**config.mk**
```make
export PLATFORM = sky130hd
export DESIGN_NAME = parallel_port_edge_irq
export DESIGN_NICKNAME = d
export VERILOG_FILES = /design/src/hw/edge_irq_pkg.sv /design/src/hw/input_sync.sv /design/src/hw/edge_capture_bank.sv /design/src/hw/parallel_port_edge_irq.sv
export VERILOG_INCLUDE_DIRS = /design/src /design/src/hw
export SDC_FILE = /design/constraint.sdc
export NUM_CORES = 1
export LEC_CHECK = 0
export ABC_CLOCK_PERIOD_IN_PS = 9650
export BUFFER_PORTS_ARGS = -buffer_cell sky130_fd_sc_hd__buf_2
export CORE_MARGIN = 2
export CORE_UTILIZATION = 42
export CTS_CLUSTER_SIZE = 20
export DETAILED_ROUTE_END_ITERATION = 8
export MAX_ROUTING_LAYER = met4
export REMOVE_ABC_BUFFERS = 1
export SYNTH_ARGS = -nofsm -noshare
export SYNTH_HDL_FRONTEND = slang
export SYNTH_SLANG_ARGS = --single-unit
```
**constraint.sdc**
```tcl
create_clock -name clk -period 9.65 [get_ports clk]
set_input_delay 2.895 -clock clk [delete_from_list [all_inputs] [get_ports clk]]
set_output_delay 2.895 -clock clk [all_outputs]
set_load 0.02 [all_outputs]
```
**src/hw/edge_irq_defines.svh**
```systemverilog
// edge_irq_defines.svh: offsets, widths, reset values and bus codes
// assumes inclusion by bare name from the package and the design modules
`ifndef EDGE_IRQ_DEFINES_SVH
`define EDGE_IRQ_DEFINES_SVH

// ----------------------------------------------------------------------
// widths
// ----------------------------------------------------------------------
`define PORT_W 32
`define DATA_W 32
`define ADDR_W 4
`define STRB_W 4

// ----------------------------------------------------------------------
// register byte offsets
// ----------------------------------------------------------------------
`define OFS_IRQ_ENABLE 4'h8
`define OFS_EDGE_LATCH 4'hc

// ----------------------------------------------------------------------
// reset values
// ----------------------------------------------------------------------
`define IRQ_ENABLE_RST 32'h0000_0000
`define EDGE_LATCH_RST 32'h0000_0000
`define RDATA_RST 32'h0000_0000

// ----------------------------------------------------------------------
// bus response codes
// ----------------------------------------------------------------------
`define RESP_OKAY 2'h0
`define RESP_SLVERR 2'h2

`endif

```
**src/hw/edge_irq_pkg.sv**
```systemverilog
// edge_irq_pkg: shared types of the edge capture interrupt port
// assumes edge_irq_defines.svh is on the include path
`include "edge_irq_defines.svh"

package edge_irq_pkg;

  typedef logic [`DATA_W-1:0] word_t;
  typedef logic [`PORT_W-1:0] port_t;

  // one register write, gathered from the address and data channels
  typedef struct packed {
    logic [`ADDR_W-1:0] addr;
    word_t data;
    logic [`STRB_W-1:0] strb;
  } wr_req_s;

  typedef enum logic [1:0] {
    resp_okay = `RESP_OKAY,
    resp_slverr = `RESP_SLVERR
  } axi_resp_e;

endpackage

```
**src/hw/input_sync.sv**
```systemverilog
// input_sync: two-flop synchroniser, one pair per input bit
// assumes rst_n is already synchronous to clk on release
`timescale 1ns/100ps
`default_nettype none
`include "edge_irq_defines.svh"

module input_sync
  import edge_irq_pkg::*;
(
  input wire logic clk,
  input wire logic rst_n,
  input wire port_t pin,
  output var port_t synced
);

  port_t meta_q;

  for (genvar i = 0; i < `PORT_W; i++)
  begin : g_bit
    // meta_q feeds only the second flop
    always_ff @(posedge clk or negedge rst_n)
    begin
      if (!rst_n)
      begin
        meta_q[i] <= 1'b0;
        synced[i] <= 1'b0;
      end
      else
      begin
        meta_q[i] <= pin[i];
        synced[i] <= meta_q[i];
      end
    end
  end

endmodule

`default_nettype wire

```
**src/hw/edge_capture_bank.sv**
```systemverilog
// edge_capture_bank: per-bit rising edge detect and sticky capture
// assumes in_s is synchronous to clk; clr is a one-cycle pulse
`timescale 1ns/100ps
`default_nettype none
`include "edge_irq_defines.svh"

module edge_capture_bank
  import edge_irq_pkg::*;
(
  input wire logic clk,
  input wire logic rst_n,
  input wire port_t in_s,
  input wire logic clr,
  output wire port_t rise,
  output var port_t cap_q
);

  port_t prev_q;
  port_t cap_d;

  for (genvar i = 0; i < `PORT_W; i++)
  begin : g_bit
    assign rise[i] = in_s[i] & ~prev_q[i];
    // a rise in the clearing cycle survives the clear
    assign cap_d[i] = rise[i] | (cap_q[i] & ~clr);
  end

  always_ff @(posedge clk or negedge rst_n)
  begin
    if (!rst_n)
    begin
      prev_q <= `EDGE_LATCH_RST;
      cap_q <= `EDGE_LATCH_RST;
    end
    else
    begin
      prev_q <= in_s;
      cap_q <= cap_d;
    end
  end

endmodule

`default_nettype wire

```
**src/hw/parallel_port_edge_irq.sv**
```systemverilog
// parallel_port_edge_irq: interrupt side of a parallel input port
// assumes an AXI4-Lite master on clk and pins asynchronous to clk
//
// Decided for this implementation: the AXI4-Lite register port.
`timescale 1ns/100ps
`default_nettype none
`include "edge_irq_defines.svh"

module parallel_port_edge_irq
  import edge_irq_pkg::*;
(
  input wire logic clk,
  input wire logic rstn,
  input wire port_t port_in,
  input wire logic [`ADDR_W-1:0] s_axi_awaddr,
  input wire logic s_axi_awvalid,
  output logic s_axi_awready,
  input wire word_t s_axi_wdata,
  input wire logic [`STRB_W-1:0] s_axi_wstrb,
  input wire logic s_axi_wvalid,
  output logic s_axi_wready,
  output logic [1:0] s_axi_bresp,
  output logic s_axi_bvalid,
  input wire logic s_axi_bready,
  input wire logic [`ADDR_W-1:0] s_axi_araddr,
  input wire logic s_axi_arvalid,
  output logic s_axi_arready,
  output var word_t s_axi_rdata,
  output logic [1:0] s_axi_rresp,
  output logic s_axi_rvalid,
  input wire logic s_axi_rready,
  output logic irq
);

  // ----------------------------------------------------------------------
  // reset release
  // ----------------------------------------------------------------------
  logic rst_meta_q;
  logic rst_n;

  always_ff @(posedge clk or negedge rstn)
  begin
    if (!rstn)
    begin
      rst_meta_q <= 1'b0;
      rst_n <= 1'b0;
    end
    else
    begin
      rst_meta_q <= 1'b1;
      rst_n <= rst_meta_q;
    end
  end

  // ----------------------------------------------------------------------
  // input path
  // ----------------------------------------------------------------------
  port_t in_s;
  port_t rise;
  port_t latch_q;
  port_t enable_q;
  logic latch_clr;

  input_sync u_sync (
    .clk(clk),
    .rst_n(rst_n),
    .pin(port_in),
    .synced(in_s)
  );

  edge_capture_bank u_edges (
    .clk(clk),
    .rst_n(rst_n),
    .in_s(in_s),
    .clr(latch_clr),
    .rise(rise),
    .cap_q(latch_q)
  );

  // ----------------------------------------------------------------------
  // write channels
  // ----------------------------------------------------------------------
  // address and data may come in either order; both are held until the
  // write is done, so only one write is ever under way
  wr_req_s wr_q;
  logic have_aw_q;
  logic have_w_q;
  logic aw_take;
  logic w_take;
  logic wr_fire;
  logic have_aw_d;
  logic have_w_d;
  logic bvalid_d;
  logic wr_enable_hit;
  logic wr_latch_hit;
  axi_resp_e bresp_d;

  assign aw_take = s_axi_awvalid & s_axi_awready;
  assign w_take = s_axi_wvalid & s_axi_wready;
  assign wr_fire = have_aw_q & have_w_q & ~s_axi_bvalid;
  assign have_aw_d = (have_aw_q | aw_take) & ~wr_fire;
  assign have_w_d = (have_w_q | w_take) & ~wr_fire;
  assign bvalid_d = wr_fire | (s_axi_bvalid & ~s_axi_bready);
  assign wr_enable_hit = {wr_q.addr[`ADDR_W-1:2], 2'b00} == `OFS_IRQ_ENABLE;
  assign wr_latch_hit = {wr_q.addr[`ADDR_W-1:2], 2'b00} == `OFS_EDGE_LATCH;
  assign bresp_d = (wr_enable_hit | wr_latch_hit) ? resp_okay : resp_slverr;
  assign latch_clr = wr_fire & wr_latch_hit;

  always_ff @(posedge clk or negedge rst_n)
  begin
    if (!rst_n)
    begin
      wr_q <= '0;
      have_aw_q <= 1'b0;
      have_w_q <= 1'b0;
    end
    else
    begin
      if (aw_take)
      begin
        wr_q.addr <= s_axi_awaddr;
      end
      if (w_take)
      begin
        wr_q.data <= s_axi_wdata;
        wr_q.strb <= s_axi_wstrb;
      end
      have_aw_q <= have_aw_d;
      have_w_q <= have_w_d;
    end
  end

  always_ff @(posedge clk or negedge rst_n)
  begin
    if (!rst_n)
    begin
      s_axi_awready <= 1'b0;
      s_axi_wready <= 1'b0;
      s_axi_bvalid <= 1'b0;
      s_axi_bresp <= `RESP_OKAY;
    end
    else
    begin
      s_axi_awready <= ~have_aw_d & ~bvalid_d;
      s_axi_wready <= ~have_w_d & ~bvalid_d;
      s_axi_bvalid <= bvalid_d;
      if (wr_fire)
      begin
        s_axi_bresp <= bresp_d;
      end
    end
  end

  // ----------------------------------------------------------------------
  // interrupt enable register
  // ----------------------------------------------------------------------
  port_t enable_d;

  for (genvar b = 0; b < `STRB_W; b++)
  begin : g_lane
    assign enable_d[8*b +: 8] = (wr_fire & wr_enable_hit & wr_q.strb[b]) ?
                                wr_q.data[8*b +: 8] : enable_q[8*b +: 8];
  end

  always_ff @(posedge clk or negedge rst_n)
  begin
    if (!rst_n)
    begin
      enable_q <= `IRQ_ENABLE_RST;
    end
    else
    begin
      enable_q <= enable_d;
    end
  end

  // ----------------------------------------------------------------------
  // read channel
  // ----------------------------------------------------------------------
  logic ar_take;
  logic rd_enable_hit;
  logic rd_latch_hit;
  word_t rdata_d;
  axi_resp_e rresp_d;

  assign ar_take = s_axi_arvalid & s_axi_arready;
  assign rd_enable_hit = {s_axi_araddr[`ADDR_W-1:2], 2'b00} == `OFS_IRQ_ENABLE;
  assign rd_latch_hit = {s_axi_araddr[`ADDR_W-1:2], 2'b00} == `OFS_EDGE_LATCH;
  // reading the latch leaves it intact; only a write clears it
  assign rdata_d = rd_latch_hit ? latch_q :
                   rd_enable_hit ? enable_q : `RDATA_RST;
  assign rresp_d = (rd_enable_hit | rd_latch_hit) ? resp_okay : resp_slverr;

  always_ff @(posedge clk or negedge rst_n)
  begin
    if (!rst_n)
    begin
      s_axi_arready <= 1'b0;
      s_axi_rvalid <= 1'b0;
      s_axi_rdata <= `RDATA_RST;
      s_axi_rresp <= `RESP_OKAY;
    end
    else if (ar_take)
    begin
      s_axi_arready <= 1'b0;
      s_axi_rvalid <= 1'b1;
      s_axi_rdata <= rdata_d;
      s_axi_rresp <= rresp_d;
    end
    else if (!s_axi_rvalid || s_axi_rready)
    begin
      s_axi_arready <= 1'b1;
      s_axi_rvalid <= 1'b0;
    end
  end

  // ----------------------------------------------------------------------
  // interrupt output
  // ----------------------------------------------------------------------
  // registered for a clean output; follows the latch by one cycle
  logic irq_d;

  assign irq_d = |(latch_q & enable_q);

  always_ff @(posedge clk or negedge rst_n)
  begin
    if (!rst_n)
    begin
      irq <= 1'b0;
    end
    else
    begin
      irq <= irq_d;
    end
  end
endmodule

`default_nettype wire

```
==> report_table.html <==
<table>
<tr><th>Metric</th><th>Value</th></tr>
<tr><th colspan="2">Setup path</th></tr>
<tr><td>Largest delay contributor family on the critical path</td><td>flip-flops</td></tr>
<tr><td>Max FO, Critical Path</td><td>2</td></tr>
<tr><td>Setup slack on the worst flop-to-flop path</td><td>7.52 ns</td></tr>
<tr><td>Number of cells on the worst reg-to-reg path</td><td>1</td></tr>
<tr><td>Critical path start-end classification</td><td>flop to output pin</td></tr>
<tr><td>Critical path origin</td><td>s_axi_rdata[9]$_DFFE_PN0P_</td></tr>
<tr><td>Crit-path slowest cell</td><td>sky130_fd_sc_hd__dfrtp_1</td></tr>
<tr><td>Required time of the worst setup path</td><td>6.76 ns</td></tr>
<tr><td>Crit path cell chain</td><td>buf_2</td></tr>
<tr><td>CP Buf/Inv Count</td><td>1</td></tr>
<tr><td>Critical path capture point type</td><td>output pin</td></tr>
<tr><td>Peak per-stage delay on the critical path</td><td>0.41 ns</td></tr>
<tr><td>FF-to-FF End</td><td>s_axi_awready$_DFF_PN0_</td></tr>
<tr><td>Worst Setup Start Kind</td><td>flop</td></tr>
<tr><td>Worst flop-to-flop path startpoint</td><td>rst_n$_DFF_PN0_</td></tr>
<tr><td>Data arrival, critical path</td><td>1.09 ns</td></tr>
<tr><th colspan="2">Place</th></tr>
<tr><td>Routability congestion estimate</td><td>roughly 0.79</td></tr>
<tr><td>Number of I/O port buffers</td><td>118</td></tr>
<tr><td>Inst Count DP</td><td>915</td></tr>
<tr><td>Detailed placement HPWL</td><td>~11000 um</td></tr>
<tr><th colspan="2">CTS</th></tr>
<tr><td>Number of buffers added by the clock tree synthesis step</td><td>25</td></tr>
<tr><td>Hold-fix buffers, CTS</td><td>0</td></tr>
<tr><td>Number of H-tree levels</td><td>1</td></tr>
<tr><td>Clock tree from TritonCTS</td><td>done</td></tr>
<tr><td>Clock tree root driver cell</td><td>sky130_fd_sc_hd__clkbuf_16</td></tr>
<tr><td>Insertion delay to the later sink of the worst-skew pair</td><td>approximately 0.5 ns</td></tr>
<tr><td>Num Clock Sinks</td><td>242</td></tr>
<tr><td>Number of setup buffers added after CTS</td><td>0</td></tr>
<tr><td>Buffer depth of the longest clock path</td><td>3</td></tr>
<tr><td>Number of cells upsized or downsized after cts</td><td>0</td></tr>
<tr><td>Clock transition at path regs</td><td>0.06 ns</td></tr>
<tr><th colspan="2">Pwr</th></tr>
<tr><td>Worst-case vdd ir drop</td><td>between 0.0001 and 0.00015 V</td></tr>
<tr><td>Power density over cell area</td><td>304 nW/um^2</td></tr>
<tr><td>Cell leakage power</td><td>4.88 nW</td></tr>
<tr><th colspan="2">Timing</th></tr>
<tr><td>Final worst clock skew</td><td>0.00924 ns</td></tr>
<tr><td>Period Utilization, post-route</td><td>0.413</td></tr>
<tr><td>Max-slew violation count</td><td>0</td></tr>
<tr><td>Setup repair after global routing missed its margin</td><td>no</td></tr>
<tr><td>TNS Setup</td><td>0 ns</td></tr>
<tr><td>Fmax</td><td>251 MHz</td></tr>
<tr><td>Slew @ Worst Pin</td><td>1.12 ns</td></tr>
<tr><td>Post-route minimum period</td><td>3.98 ns</td></tr>
<tr><td>Tightest slew margin relative to the limit</td><td>0.256</td></tr>
<tr><td>Final setup vio count</td><td>0</td></tr>
<tr><td>Count of endpoints failing hold in the final timing report</td><td>0</td></tr>
<tr><th colspan="2">Yosys</th></tr>
<tr><td>Synth warn</td><td>0</td></tr>
<tr><td>Mean instance size in the synthesized netlist</td><td>roughly 15 sq um</td></tr>
<tr><td>Number of unique standard cell types used by synthesis</td><td>25</td></tr>
<tr><td>Sequential fraction of the synthesis area</td><td>0.726</td></tr>
<tr><td>Yosys reg bits</td><td>242</td></tr>
<tr><td>Synthesized instance count</td><td>~550</td></tr>
<tr><td>Synth Cell Area</td><td>8340 sq um</td></tr>
<tr><th colspan="2">Floorplan</th></tr>
<tr><td>Die H</td><td>145 um</td></tr>
<tr><td>Total Die Area</td><td>between 20000 and 25000 sq um</td></tr>
<tr><td>Core area</td><td>19500 sq um</td></tr>
<tr><td>Number of top-level pins</td><td>between 100 and 150</td></tr>
<tr><td>Row Count</td><td>51</td></tr>
<tr><td>Initial standard-cell utilization of the core</td><td>0.429</td></tr>
<tr><td>Chip width</td><td>about 140 um</td></tr>
<tr><th colspan="2">Global routing</th></tr>
<tr><td>Number of global-route vias before repair</td><td>5064</td></tr>
<tr><td>Aggregate global routing overflow</td><td>0</td></tr>
<tr><td>Antenna violations before repair</td><td>1</td></tr>
<tr><td>Pin count of the biggest net entering global routing</td><td>87</td></tr>
<tr><td>Wire length of the first global-routing pass</td><td>27200 um</td></tr>
<tr><td>Total GRT Usage</td><td>0.167</td></tr>
<tr><th colspan="2">Final layout</th></tr>
<tr><td>Footprint of the flip-flops and latches</td><td>6060 sq um</td></tr>
<tr><td>Area growth, synth to finish</td><td>20.5%</td></tr>
<tr><td># fillers</td><td>approximately 1700</td></tr>
<tr><td>Multi-input gate area</td><td>2030 sq um</td></tr>
<tr><td>Util after Layout</td><td>0.517</td></tr>
<tr><td>Layout Cells excl Fill</td><td>~960</td></tr>
<tr><td>Nets@finish</td><td>760</td></tr>
<tr><td>Layout cells sized above 1</td><td>0.340</td></tr>
<tr><th colspan="2">Routing</th></tr>
<tr><td>Drt first pass iters</td><td>4</td></tr>
<tr><td>Routed WL</td><td>16600 um</td></tr>
<tr><td>Via count</td><td>4663</td></tr>
<tr><td>DR iter-0 viols</td><td>264</td></tr>
<tr><td>Count of antenna-violating nets left after detailed routing</td><td>0</td></tr>
<tr><td>Routed wire length on met2</td><td>~7700 um</td></tr>
<tr><td>Met3 WL</td><td>873 um</td></tr>
<tr><td>Top Metal Used</td><td>met4</td></tr>
<tr><td>Wire length on met1</td><td>7690 um</td></tr>
<tr><td>Mean number of vias per cell</td><td>~4.9</td></tr>
<tr><td>Routed length per placed instance</td><td>around 17 um</td></tr>
<tr><td>Number of DRC violations after detailed routing</td><td>0</td></tr>
<tr><th colspan="2">Run</th></tr>
<tr><td>Number of maximum-capacitance violations</td><td>0</td></tr>
<tr><th colspan="2">Hold path</th></tr>
<tr><td>Hold Crit Start</td><td>u_sync.meta_q[27]$_DFF_PN0_</td></tr>
<tr><td>Worst hold path cell count</td><td>0</td></tr>
<tr><td>Endpoint with the worst hold slack</td><td>u_sync.synced[27]$_DFF_PN0_</td></tr>
<tr><td>Hold/Removal Path Class</td><td>flop to flop</td></tr>
<tr><th colspan="2">Status</th></tr>
<tr><td>Status</td><td>finished clean</td></tr>
</table>
==> kinds of logic after synthesis <==
kind of cell	after synthesis	share of synthesized area
buffers and inverters	56	0.0309
flip-flops	242	0.726
other	2	0.000900
AO/OA/AOI/OAI	87	0.0717
multiplexers	102	0.133
AND/OR/NAND/NOR	58	0.0378
==> cells in the mapped netlist, drive strengths merged <==
master  count  share of area
dfrtp     242           0.73
or2         1        0.00075
or4         1        0.00090
nor3b       1        0.00090
nor3        5         0.0084
and2        1        0.00075
mux2i      32          0.038
buf        14          0.012
nand3       1        0.00060
o21ai      38          0.023
nand2      41          0.018
nor2b       1        0.00075
or2b        1        0.00090
mux2       70          0.094
nand4       4         0.0030
a22o       32          0.034
clkbuf      7         0.0031
inv        35          0.016
o21a        1        0.00090
conb        2        0.00090
a22oi      16          0.014
nand3b      1         0.0024
==> layer usage <==
metal,up-vias,track usage
met5,-,-
met4,0,0.0376
met3,30,0.0343
met2,127,0.255
met1,2369,0.233
li1,2137,-
==> state kept, by name, summed over array words and instances, names as in the netlist, 32 cells and up <==
register / cells
u_sync.synced: 32
u_edges.prev_q: 32
u_sync.meta_q: 32
wr_q: 38
enable_q: 32
u_edges.cap_q: 32
s_axi_rdata: 32
==> how the worst max path moves through the flow <==
stage,cells past startpoint,end
after floorplan,0,enable_q[0]$_DFFE_PN0P_
after global placement,3,wr_q[15]$_DFFE_PN0P_
after detailed placement,3,wr_q[22]$_DFFE_PN0P_
after CTS,1,s_axi_rdata[9]
after global routing,1,s_axi_arready
final,1,s_axi_rdata[9]
==> cell usage in the layout (no fill, tap or decap), drive strengths merged <==
| cell | n |
|---|---|
| nor2b | 1 |
| and2 | 1 |
| mux2i | 32 |
| or2b | 1 |
| or4 | 1 |
| or2 | 1 |
| diode | 1 |
| clkinv | 3 |
| o21a | 1 |
| conb | 3 |
| nand4 | 4 |
| inv | 35 |
| clkbuf | 37 |
| nand3 | 1 |
| mux2 | 70 |
| dfrtp | 242 |
| nor3 | 5 |
| nand3b | 1 |
| bufinv | 5 |
| a22oi | 16 |
| nor3b | 1 |
| nand2 | 41 |
| buf | 123 |
| o21ai | 38 |
| a22o | 32 |
==> through the flow <==
stage          area [sq um]  worst slack, ns  hold slack, ns  power [mW]
3_3_place_gp           9190             5.25           0.334        2.05
5_1_grt               10100             5.64           0.355        3.22
6_report              10100             5.67           0.345        3.06
2_1_floorplan          8220             2.41           0.331        1.86
3_5_place_dp           9190             5.22           0.335        2.08
4_1_cts               10100             5.65           0.348        3.10
==> where the power goes <==
group | internal (mW) | total (mW) | switching, mW
combinational | 0.289 | 0.573 | 0.284
sequential | 1.29 | 1.48 | 0.192
clock | 0.634 | 1.01 | 0.373
==> area by class of cell <==
type / count / share of cell area
Clock inverter: 8 / 0.0164
Inverter: 35 / 0.0131
Timing Repair Buffer: 123 / 0.0625
Multi-Input combinational cell: 250 / 0.202
Antenna cell: 1 / 0.000249
Clock buffer: 37 / 0.0697
Tap cell: 265 / 0.0330
Sequential cell: 242 / 0.603
Note: power is estimated with default switching activity, not from simulation.
